### src/fsq_map.svh
// constants for the flash command timing sequencer: command codes and timings
`ifndef FSQ_MAP_SVH
`define FSQ_MAP_SVH

// ==========================================================
// command words written to the flash command register
`define FSQ_CMD_READ_PAGE    8'h01
`define FSQ_CMD_PROG_PAGE    8'h02
`define FSQ_CMD_CHECK_PAGE   8'h04
`define FSQ_CMD_ERASE_PAGE   8'h05
`define FSQ_CMD_ERASE_ALL    8'h06
`define FSQ_CMD_READ_BYTE    8'h81
`define FSQ_CMD_PROG_BYTE    8'h82
`define FSQ_CMD_LEAVE_LOAD   8'h0f
`define FSQ_CMD_ENTER_LOAD   8'hf0

// ==========================================================
// readback values after a page check
`define FSQ_CHECK_PASS       8'h00
`define FSQ_CHECK_FAIL       8'h01

// ==========================================================
// timing: machine clock rate and operation durations
`define FSQ_CLK_MHZ          40
`define FSQ_T_READ_PAGE_CYC  22
`define FSQ_T_READ_BYTE_CYC  9
`define FSQ_T_PROG_PAGE_US   380
`define FSQ_T_PROG_BYTE_US   200
`define FSQ_T_ERASE_US       2000
`define FSQ_T_LOAD_PAGE_US   16500
`define FSQ_US_DIV_LAST      6'h27

`endif

### src/fsq_pkg.sv
// types shared by the flash command timing sequencer
package fsq_pkg;

	// ======================================================
	// operations handed to the flash array
	typedef enum logic [2:0]
	{
		FSQ_OP_NONE,
		FSQ_OP_READ_PAGE,
		FSQ_OP_PROG_PAGE,
		FSQ_OP_CHECK_PAGE,
		FSQ_OP_ERASE_PAGE,
		FSQ_OP_ERASE_ALL,
		FSQ_OP_READ_BYTE,
		FSQ_OP_PROG_BYTE
	} fsq_op_t;

	// ======================================================
	// request to the array: start pulse, target array, operation
	typedef struct packed
	{
		logic    start;
		logic    prog_array;
		fsq_op_t op;
	} fsq_arr_req_t;

endpackage

### src/fsq_sequencer.sv
// flash command timing sequencer: decodes command words, times them, stalls the core
`include "fsq_map.svh"

// What this block does
// - data-array page read and page check each hold the core exactly 22 cycles
// - data page program 380 us, byte program 200 us, byte read 9 cycles
// - every page erase and whole-array erase, either array, lasts 2 ms
// - program-array 256-byte page program from expanded RAM lasts 16.5 ms
// - load mode: 64-byte page erase, 56 kB array erase, byte program 200 us
// - an operation starts on the command write itself, no start strobe
// - the core is held idle while any operation runs
// - the instruction after the command write waits for the operation to end
// - interrupts stay pending while the core is held, taken afterwards
// - counters and timers keep running; only the core is stalled
// - after a page check the command register reads zero on match, else nonzero
// - F0 selects the program array for later commands, 0F the data array
// - writing 06 erases the whole currently selected array
module fsq_sequencer
#(
	parameter logic [14:0] T_PROG_PAGE_US = 15'(`FSQ_T_PROG_PAGE_US),
	parameter logic [14:0] T_PROG_BYTE_US = 15'(`FSQ_T_PROG_BYTE_US),
	parameter logic [14:0] T_ERASE_US     = 15'(`FSQ_T_ERASE_US),
	parameter logic [14:0] T_LOAD_PAGE_US = 15'(`FSQ_T_LOAD_PAGE_US)
)
(
	input  wire logic                 sys_clk,       // machine clock, 40 MHz
	input  wire logic                 rst,           // async reset, active high
	input  wire logic                 cmd_wr,        // core writes command register
	input  wire logic [7:0]           cmd_wdata,     // command word
	input  wire logic [31:0]          data_regs,     // flash data registers, byte 1 low
	input  wire logic [31:0]          arr_rd_data,   // word read from the array
	output logic [7:0]                cmd_rdata_q,   // command register readback
	output logic                      core_hold_q,   // stall core and defer interrupts
	output logic                      load_mode_q,   // program array selected
	output fsq_pkg::fsq_arr_req_t     arr_q,         // request to the array
	output logic [31:0]               rd_data_q,     // read result for data registers
	output logic                      rd_load_q,     // pulse: load rd_data_q
	output logic                      done_q         // pulse: operation finished
);
	import fsq_pkg::*;

	typedef enum logic [1:0] {FSQ_ST_IDLE, FSQ_ST_CYC, FSQ_ST_US} fsq_state_t;

	localparam int unsigned CYC_PROG_PAGE = 32'(T_PROG_PAGE_US) * `FSQ_CLK_MHZ;
	localparam int unsigned CYC_PROG_BYTE = 32'(T_PROG_BYTE_US) * `FSQ_CLK_MHZ;
	localparam int unsigned CYC_ERASE     = 32'(T_ERASE_US) * `FSQ_CLK_MHZ;
	localparam int unsigned CYC_LOAD_PAGE = 32'(T_LOAD_PAGE_US) * `FSQ_CLK_MHZ;

	fsq_state_t state_q;
	fsq_op_t    cur_op_q;
	fsq_op_t    new_op;
	logic [14:0] cnt_q;
	logic [5:0]  pre_q;
	logic        us_tick;
	logic        start;
	logic        done_w;
	logic [19:0] hold_len_q;

	// ======================================================
	// command decode; reads and checks do not exist for the program array
	function automatic fsq_op_t fsq_decode(input logic [7:0] cmd, input logic load);
		fsq_op_t op;
		op = FSQ_OP_NONE;
		case (cmd)
			`FSQ_CMD_READ_PAGE:  op = load ? FSQ_OP_NONE : FSQ_OP_READ_PAGE;
			`FSQ_CMD_PROG_PAGE:  op = FSQ_OP_PROG_PAGE;
			`FSQ_CMD_CHECK_PAGE: op = load ? FSQ_OP_NONE : FSQ_OP_CHECK_PAGE;
			`FSQ_CMD_ERASE_PAGE: op = FSQ_OP_ERASE_PAGE;
			`FSQ_CMD_ERASE_ALL:  op = FSQ_OP_ERASE_ALL;
			`FSQ_CMD_READ_BYTE:  op = load ? FSQ_OP_NONE : FSQ_OP_READ_BYTE;
			`FSQ_CMD_PROG_BYTE:  op = FSQ_OP_PROG_BYTE;
			default:             op = FSQ_OP_NONE;
		endcase
		return op;
	endfunction

	// ======================================================
	// duration minus one: machine cycles for reads and page checks, microseconds otherwise
	function automatic logic [14:0] fsq_dur(input fsq_op_t op, input logic load);
		logic [14:0] d;
		d = 15'h0001;
		case (op)
			FSQ_OP_READ_PAGE,
			FSQ_OP_CHECK_PAGE: d = 15'(`FSQ_T_READ_PAGE_CYC);
			FSQ_OP_READ_BYTE:  d = 15'(`FSQ_T_READ_BYTE_CYC);
			FSQ_OP_PROG_PAGE:  d = load ? T_LOAD_PAGE_US : T_PROG_PAGE_US;
			FSQ_OP_PROG_BYTE:  d = T_PROG_BYTE_US;
			FSQ_OP_ERASE_PAGE,
			FSQ_OP_ERASE_ALL:  d = T_ERASE_US;
			default:           d = 15'h0001;
		endcase
		return d - 15'h0001;
	endfunction

	function automatic logic fsq_is_cyc(input fsq_op_t op);
		return op == FSQ_OP_READ_PAGE || op == FSQ_OP_CHECK_PAGE || op == FSQ_OP_READ_BYTE;
	endfunction

	// ======================================================
	// start on the command write itself; writes while busy cannot arrive
	// because the core is stalled, so they are simply not looked at
	assign new_op  = fsq_decode(cmd_wdata, load_mode_q);
	assign start   = cmd_wr && state_q == FSQ_ST_IDLE && new_op != FSQ_OP_NONE;
	assign us_tick = pre_q == `FSQ_US_DIV_LAST;
	assign done_w  = (state_q == FSQ_ST_CYC && cnt_q == 15'h0000)
		|| (state_q == FSQ_ST_US && us_tick && cnt_q == 15'h0000);

	// ======================================================
	// microsecond prescaler, restarted per operation so durations are exact
	always_ff @(posedge sys_clk or posedge rst)
	begin
		if (rst)
			pre_q <= 6'h00;
		else if (start || us_tick || state_q != FSQ_ST_US)
			pre_q <= 6'h00;
		else
			pre_q <= pre_q + 6'h01;
	end

	// ======================================================
	// sequencer state and duration counter
	always_ff @(posedge sys_clk or posedge rst)
	begin
		if (rst)
		begin
			state_q  <= FSQ_ST_IDLE;
			cnt_q    <= 15'h0000;
			cur_op_q <= FSQ_OP_NONE;
		end
		else
		begin
			case (state_q)
				FSQ_ST_IDLE:
				begin
					if (start)
					begin
						state_q  <= fsq_is_cyc(new_op) ? FSQ_ST_CYC : FSQ_ST_US;
						cnt_q    <= fsq_dur(new_op, load_mode_q);
						cur_op_q <= new_op;
					end
				end
				FSQ_ST_CYC:
				begin
					if (done_w)
						state_q <= FSQ_ST_IDLE;
					else
						cnt_q <= cnt_q - 15'h0001;
				end
				FSQ_ST_US:
				begin
					if (done_w)
						state_q <= FSQ_ST_IDLE;
					else if (us_tick)
						cnt_q <= cnt_q - 15'h0001;
				end
				default:
					state_q <= FSQ_ST_IDLE;
			endcase
		end
	end

	// ======================================================
	// core stall; the core holds interrupts pending while this is high,
	// while timers stay on their own enables and are never gated here
	always_ff @(posedge sys_clk or posedge rst)
	begin
		if (rst)
			core_hold_q <= 1'b0;
		else if (start)
			core_hold_q <= 1'b1;
		else if (done_w)
			core_hold_q <= 1'b0;
	end

	// ======================================================
	// array selection, toggled only by the two mode commands
	always_ff @(posedge sys_clk or posedge rst)
	begin
		if (rst)
			load_mode_q <= 1'b0;
		else if (cmd_wr && state_q == FSQ_ST_IDLE && cmd_wdata == `FSQ_CMD_ENTER_LOAD)
			load_mode_q <= 1'b1;
		else if (cmd_wr && state_q == FSQ_ST_IDLE && cmd_wdata == `FSQ_CMD_LEAVE_LOAD)
			load_mode_q <= 1'b0;
	end

	// ======================================================
	// array request; page size follows the selected array
	always_ff @(posedge sys_clk or posedge rst)
	begin
		if (rst)
			arr_q <= '{start: 1'b0, prog_array: 1'b0, op: FSQ_OP_NONE};
		else if (start)
			arr_q <= '{start: 1'b1, prog_array: load_mode_q, op: new_op};
		else
			arr_q.start <= 1'b0;
	end

	// ======================================================
	// completion, read capture and check result
	always_ff @(posedge sys_clk or posedge rst)
	begin
		if (rst)
		begin
			done_q      <= 1'b0;
			rd_load_q   <= 1'b0;
			rd_data_q   <= 32'h0000_0000;
			cmd_rdata_q <= 8'h00;
		end
		else
		begin
			done_q    <= done_w;
			rd_load_q <= done_w && (cur_op_q == FSQ_OP_READ_PAGE || cur_op_q == FSQ_OP_READ_BYTE);
			if (done_w && (cur_op_q == FSQ_OP_READ_PAGE || cur_op_q == FSQ_OP_READ_BYTE))
				rd_data_q <= arr_rd_data;
			if (done_w && cur_op_q == FSQ_OP_CHECK_PAGE)
				cmd_rdata_q <= (arr_rd_data == data_regs) ? `FSQ_CHECK_PASS
					: `FSQ_CHECK_FAIL;
			else if (cmd_wr && state_q == FSQ_ST_IDLE)
				cmd_rdata_q <= cmd_wdata;
		end
	end

	// ======================================================
	// stall length seen by the checks below
	always_ff @(posedge sys_clk or posedge rst)
	begin
		if (rst)
			hold_len_q <= 20'h00000;
		else if (start)
			hold_len_q <= 20'h00000;
		else if (core_hold_q)
			hold_len_q <= hold_len_q + 20'h00001;
	end

	property p_page_read_len;
		@(posedge sys_clk) disable iff (rst)
		$fell(core_hold_q) && (cur_op_q == FSQ_OP_READ_PAGE || cur_op_q == FSQ_OP_CHECK_PAGE)
			|-> hold_len_q == 20'(`FSQ_T_READ_PAGE_CYC);
	endproperty
	a_page_read_len: assert property (p_page_read_len) else $error("page read length wrong");

	property p_byte_times;
		@(posedge sys_clk) disable iff (rst)
		$fell(core_hold_q) |->
			(cur_op_q == FSQ_OP_READ_BYTE -> hold_len_q == 20'(`FSQ_T_READ_BYTE_CYC))
			and (cur_op_q == FSQ_OP_PROG_BYTE -> hold_len_q == 20'(CYC_PROG_BYTE))
			and (cur_op_q == FSQ_OP_PROG_PAGE && !load_mode_q
				-> hold_len_q == 20'(CYC_PROG_PAGE));
	endproperty
	a_byte_times: assert property (p_byte_times) else $error("program or byte read length wrong");

	property p_erase_len;
		@(posedge sys_clk) disable iff (rst)
		$fell(core_hold_q) && (cur_op_q == FSQ_OP_ERASE_PAGE || cur_op_q == FSQ_OP_ERASE_ALL)
			|-> hold_len_q == 20'(CYC_ERASE);
	endproperty
	a_erase_len: assert property (p_erase_len) else $error("erase length wrong");

	property p_load_page_len;
		@(posedge sys_clk) disable iff (rst)
		$fell(core_hold_q) && cur_op_q == FSQ_OP_PROG_PAGE && load_mode_q
			|-> hold_len_q == 20'(CYC_LOAD_PAGE);
	endproperty
	a_load_page_len: assert property (p_load_page_len) else $error("load page length wrong");

	property p_start_now;
		@(posedge sys_clk) disable iff (rst)
		cmd_wr && !core_hold_q && fsq_decode(cmd_wdata, load_mode_q) != FSQ_OP_NONE
			|=> core_hold_q && arr_q.start && arr_q.prog_array == $past(load_mode_q);
	endproperty
	a_start_now: assert property (p_start_now) else $error("operation did not start");

	property p_hold_until_done;
		@(posedge sys_clk) disable iff (rst)
		$fell(core_hold_q) |-> done_q ##1 !done_q;
	endproperty
	a_hold_until_done: assert property (p_hold_until_done) else $error("stall ended early");

	property p_check_result;
		@(posedge sys_clk) disable iff (rst)
		done_w && cur_op_q == FSQ_OP_CHECK_PAGE
			|=> (cmd_rdata_q == 8'h00) == ($past(arr_rd_data) == $past(data_regs));
	endproperty
	a_check_result: assert property (p_check_result) else $error("check readback wrong");

	property p_mode_switch;
		@(posedge sys_clk) disable iff (rst)
		cmd_wr && !core_hold_q && cmd_wdata == `FSQ_CMD_ENTER_LOAD |=> load_mode_q;
	endproperty
	a_mode_switch: assert property (p_mode_switch) else $error("load mode not entered");

	property p_erase_all;
		@(posedge sys_clk) disable iff (rst)
		cmd_wr && !core_hold_q && cmd_wdata == `FSQ_CMD_ERASE_ALL
			|=> arr_q.start && arr_q.op == FSQ_OP_ERASE_ALL;
	endproperty
	a_erase_all: assert property (p_erase_all) else $error("array erase not issued");

endmodule

### config.mk
export PLATFORM = sky130hd
export DESIGN_NAME = fsq_sequencer
export DESIGN_NICKNAME = d
export VERILOG_FILES = /design/src/fsq_pkg.sv /design/src/fsq_sequencer.sv
export VERILOG_INCLUDE_DIRS = /design/src /design/src/src
export SDC_FILE = /design/constraint.sdc
export NUM_CORES = 1
export LEC_CHECK = 0
export BUFFER_PORTS_ARGS = -buffer_cell sky130_fd_sc_hd__buf_2
export CAP_MARGIN = 10
export CORE_MARGIN = 3
export CORE_UTILIZATION = 45
export DETAILED_ROUTE_END_ITERATION = 6
export PLACE_DENSITY = 0.75
export REMOVE_ABC_BUFFERS = 1
export SYNTH_ARGS = -nofsm -noshare
export SYNTH_HDL_FRONTEND = slang
export SYNTH_SLANG_ARGS = --single-unit
### constraint.sdc
create_clock -name sys_clk -period 3.23 [get_ports sys_clk]
set_clock_uncertainty 0.15 [all_clocks]
set_input_delay 0.646 -clock sys_clk [delete_from_list [all_inputs] [get_ports sys_clk]]
set_output_delay 0.646 -clock sys_clk [all_outputs]
set_load 0.02 [all_outputs]
# Word-level counts from Yosys, hierarchy flattened
# Index checks and enable logic that the tools add are counted.
# op_classes
n_addsub	3
multipliers	0
div	0
n_lt_le_gt_ge	0
eq_ne	29
n_shift	0
n_mux	26
n_bitwise	0
n_reduce_logical	28
# op_table
op	count
$mux W15	7
$pmux W15 S5	1
$pmux W15 S3	1
$eq A32 B32 Y1	1
$sub A15 B1 Y15 const B	2
$eq A8 B3 Y1 const B	3
$eq A8 B8 Y1 const B	3
$pmux W3 S7	1
$mux W8	2
$eq A3 B3 Y1 const B	5
$logic_not A15 Y1	1
$ne A2 B2 Y1 const B	5
$eq A3 B2 Y1 const B	3
$logic_and A1 B1 Y1	9
$eq A8 B1 Y1 const B	1
$eq A8 B2 Y1 const B	1
$eq A8 B4 Y1 const B	1
$mux W2	4
$mux W1	7
$add A6 B1 Y6 const B	1
$eq A3 B1 Y1 const B	2
$eq A6 B6 Y1 const B	1
$logic_or A1 B1 Y1	6
$mux W6	1
other kinds (11)	17
# word_totals
register_bits	75
latch_bits	0
ram_bits	0
rom_bits	0
input_bits	75
n_memories	0

# Depth between registers and ports, before layout
# depth
depth_word	10
depth_mapped	13
ltp_nobuf	11

# Worst setup path after synthesis
# Ideal clock, no wire load.
# synth_timing
path_type	reg-to-reg
from	register state_q[0]
to	register cnt_q[10]
setup_ns	0.123
arrival_ns	2.943
path_slack_ns	0.015
stages_incl_launch_ff	14
path_buffers	3
synth_period_minus_slack_ns	3.215
path_cell_list	dfrtp_1 -> inv_1 -> ha_1 -> clkbuf_1 -> clkbuf_1 -> clkbuf_1 -> nor4_1 -> a21oi_1 -> ha_1 -> nand2_1 -> a2111o_1 -> nor3_4 -> mux2i_1 -> a21oi_1
# synth_between
elab_chain_len	6
elab_cells_between_ends	16
classes_between	eq/ne: 6; mux: 1; reduce/logical: 9
# synth_rtl
element	line_no	rtl
start, declared	fsq_sequencer.sv:49	fsq_state_t state_q;
start signal, assigned	fsq_sequencer.sv:137	state_q <= fsq_is_cyc(new_op) ? FSQ_ST_CYC : FSQ_ST_US;
$eq A2 B2 Y1	fsq_sequencer.sv:106, fsq_sequencer.sv:132	
$logic_and A1 B1 Y1 (2 in series)	fsq_sequencer.sv:106	|| (state_q == FSQ_ST_US && us_tick && cnt_q == 15'h0000);
$logic_or A1 B1 Y1	fsq_sequencer.sv:106	
$ne A2 B2 Y1 (no line)	-	
$reduce_and A5 Y1 (no line)	-	
end signal, assigned	fsq_sequencer.sv:138	cnt_q <= fsq_dur(new_op, load_mode_q);
end signal, assigned	fsq_sequencer.sv:147	cnt_q <= cnt_q - 15'h0001;
end signal, assigned	fsq_sequencer.sv:154	cnt_q <= cnt_q - 15'h0001;
end, declared	fsq_sequencer.sv:52	logic [14:0] cnt_q;
# Parallel ways exist; a longest one is shown, timed or not.
# A chain may end at the register's enable or synchronous reset.

# Worst setup path after layout
# Ends and elaborated chain as after synthesis.

==> impl_results.md <==
* Root buf cell: clkbuf_8
* Syn Area/Cell at around 10 µm²
* Fin. Hold Viols at 0
* First-pass iteration count of the detailed router at 4
* Register clock-pin slew on the reported worst setup and hold paths at ~0.090 ns
* Worst-Skew Late Latency at around 0.36 ns
* Reg2reg setup slack at roughly 0.24 ns
* Die H at about 100 µm
* H-tree Lvls at 3
* Post-synth ARST share at 100%
* Cell Chain, Critical Path: inv_1 -> ha_1 -> inv_1 -> nand4_1 -> nand2_1 -> ha_1 -> nand2_1 -> a2111o_1 -> nor3_4 -> mux2i_1 -> a21oi_1
* Rel. slew slack at 60.0%
* Initial antenna violation count at 0
* DRC Markers at 0
* Initial drt markers at 176
* CTS resizes at 0
* Logic pwr share at 33.2%
* Static leakage at around 2.7 nW
* Synth area leader: dfrtp_1
* Unique masters post-synth at 69
* Maximum VDD drop at approximately 300 µV
* Clock buffer depth at 2
* Synthesis-stage register bit count at between 70 and 80
* Area Growth Syn to Fin at 25.9%
* Critical Path End: cnt_q[10]
* Worst Path Arrival at between 3 and 4 ns
* Pin count of the biggest net entering global routing at 34
* Worst path slowest cell: ha_1
* Post-synthesis sequential area ratio at 43.7%
* RSZ-0062 raised after global routing: false
* Switch Pwr at 1.12 mW
* Final WS setup at ~0.24 ns
* Setup violation total in the final timing report at 0
* Worst EP required at ~3.3 ns
* Cell area after synthesis at 0.00429 mm²
* Reg power frac at approximately 39%
* Total clock sinks at 75
* Setup WS pre-CTS at roughly 0.085 ns
* Share of the synthesized area in the top cell type at ~44%
* Ys Warns at 0
* Reg2reg path depth at 11
* Pwr dens at 565 mW/mm²
* Worst slew pin tran at 0.600 ns
* Tcrit/Tclk final at between 90 and 100%
* Minimum clock period at about 3.0 ns
* Crit path kind: flip-flop to flip-flop
* Total number of vias at between 3000 and 4000
* Number of global-route vias before repair at just under 4000
* Worst reg2reg path startpoint: state_q[0]
* Hold_ws at 0.190 ns
* Tightest Hold Check Type: input pin to async pin
* Dpl hpwl at ~9.0 mm
* Post-CTS Setup Inserts at 0
* CTS tree: done
* Outcome: complete, no violations
* First-pass GRT wire length at ~19 mm
* Num CTS Buffers at 9
* Part of the power in the clock network at approximately 28%
* Int Pwr at ~1.9 mW
* N_diodes at 0
* Fin nets at 650
* Crit. Startpoint: state_q[0]
* Final Slew Violations at 0
* Switching Share at between 30% and 40%
* Gr usage total at a little over a fifth
* Setup TNS at 0 ns
* DIE AREA at around 0.011 mm²
* Hold-fix buffers, CTS at 0
* Post-synth EDFFs at 0
* Share of cells above drive strength 1 at a little under two fifths
* Detail Route Antenna Nets at 0
* Placed cell count at between 600 and 700
* Synth area leaders: dfrtp_1 44%, mux2_2 8.4%, xor2_1 6.9%
* Synth Flop Type: dfrtp_1
* CORE AREA at between 0.009 and 0.01 mm²
* # IOs at around 120
* Input/output buffers at between 100 and 150
* Grt ovf at 0
* Initial core utilization at approximately 46%
* FP Rows at 35
* Non-filler cells, final at between 700 and 800
* Total of max-cap violations at 0
* Worst R2R End: cnt_q[10]
* Max frequency at 0.334 GHz
* Die Wd at a little over 100 µm
* Overall Power at approximately 3.1 mW
* RePlAce Congestion at just under 0.9
* Max stage delay on crit path at roughly 0.5 ns
* Cells after Synth at around 430
* Drt wl/cell at 16.4 µm
* Worst setup EP type: flip-flop
* Critical Path Source Type: flip-flop
* Via density at roughly 5.5
* Crit Path Max Fanout at 12
* Final wirelength at between 10 and 15 mm
-- cells by family after synthesis --
kind of cell	share of synthesized area (%)
adder cells (fa/ha/maj)	1.75
XOR/XNOR	7.96
multiplexers	9.10
AO/OA/AOI/OAI	16.9
AND/OR/NAND/NOR	16.6
flip-flops	43.7
buffers and inverters	3.91
-- routing by layer --
layer	track usage [%]	share of wire, %	vias up
met5	0	0	-
met4	6.08	1.8	0
met3	5.79	7.2	21
met2	37.1	49	138
met1	27.3	42	1869
li1	-	-	1842
-- worst min path at each step --
stage	depth (start not counted)	startpoint	endpoint
global placement	1	pre_q[0]	pre_q[0]
detailed placement	1	arr_q[1]	arr_q[1]
global route	2	rst	rd_data_q[20]
CTS	2	rst	rd_data_q[20]
floorplan	1	pre_q[0]	pre_q[0]
finish	2	rst	rd_data_q[20]
-- sequential cells by signal, summed over array words and instances, names as in the netlist --
signal       flops
core_hold_q      1
cur_op_q         3
state_q          2
done_q           1
arr_q            5
rd_data_q       32
rd_load_q        1
cnt_q           15
pre_q            6
load_mode_q      1
cmd_rdata_q      8
-- power groups by stage --
stage	sequential (mW)	clock (mW)	combinational, mW
floorplan	1.22	0	0.603
global placement	1.19	0	0.989
detailed placement	1.20	0	1.01
CTS	1.18	0.872	1.01
global route	1.20	0.906	1.13
finish	1.18	0.854	1.01
-- cell type report --
class	count	area, µm²
fillers	824	3840
multi-input cells	319	2250
flip-flops and latches	75	1880
repair buffers	149	823
well taps	129	161
clock buffers	9	124
clock inverters	7	105
inverters	15	56.3
-- cell usage in the layout, fill, tap and decap left out, types with 3 or more instances in the layout --
cell type | netlist | routed
a211oi_1 | 6 | 6
a21o_1 | 6 | 6
a21oi_1 | 26 | 26
a31oi_1 | 4 | 4
and2_1 | 3 | 3
and3_1 | 5 | 5
buf_2 | 5 | 123
buf_4 | 2 | 25
clkbuf_8 | 0 | 9
dfrtp_1 | 75 | 75
ha_1 | 6 | 6
inv_1 | 15 | 14
mux2_2 | 32 | 32
mux2i_1 | 3 | 3
nand2_1 | 40 | 40
nand2b_1 | 6 | 6
nand3_1 | 8 | 8
nand4_1 | 5 | 5
nor2_1 | 25 | 25
nor3_1 | 11 | 11
nor3b_1 | 3 | 3
nor4_1 | 10 | 10
o211ai_1 | 6 | 6
o21ai_0 | 17 | 17
o31ai_1 | 4 | 4
or3_1 | 3 | 3
or4_1 | 4 | 4
xnor2_1 | 5 | 5
xor2_1 | 34 | 34
-- synth_stat cells (8+ instances only) --
library cell	count
a21oi_1	26
clkbuf_1	12
o21ai_0	17
nor3_1	11
nand3_1	8
nand2_1	40
dfrtp_1	75
mux2_2	32
nor2_1	25
xor2_1	34
inv_1	15
nor4_1	10
-- per-stage QoR --
step,area (µm²),util (%)
2_1_floorplan,4180,-
3_3_place_gp,5170,56.0
3_5_place_dp,5170,56.0
4_1_cts,5400,58.4
5_1_grt,5400,58.4
6_report,5400,58.4
-- worst max-delay path, delay by kind of cell (launching register included) --
family	cells	cell delay, ns
buf+inv	2	0.35
mux	1	0.23
fa+ha+maj	2	0.70
flops	1	0.40
compound gates	2	0.48
simple gates	4	0.54
Power figures use the tool's default switching activity.
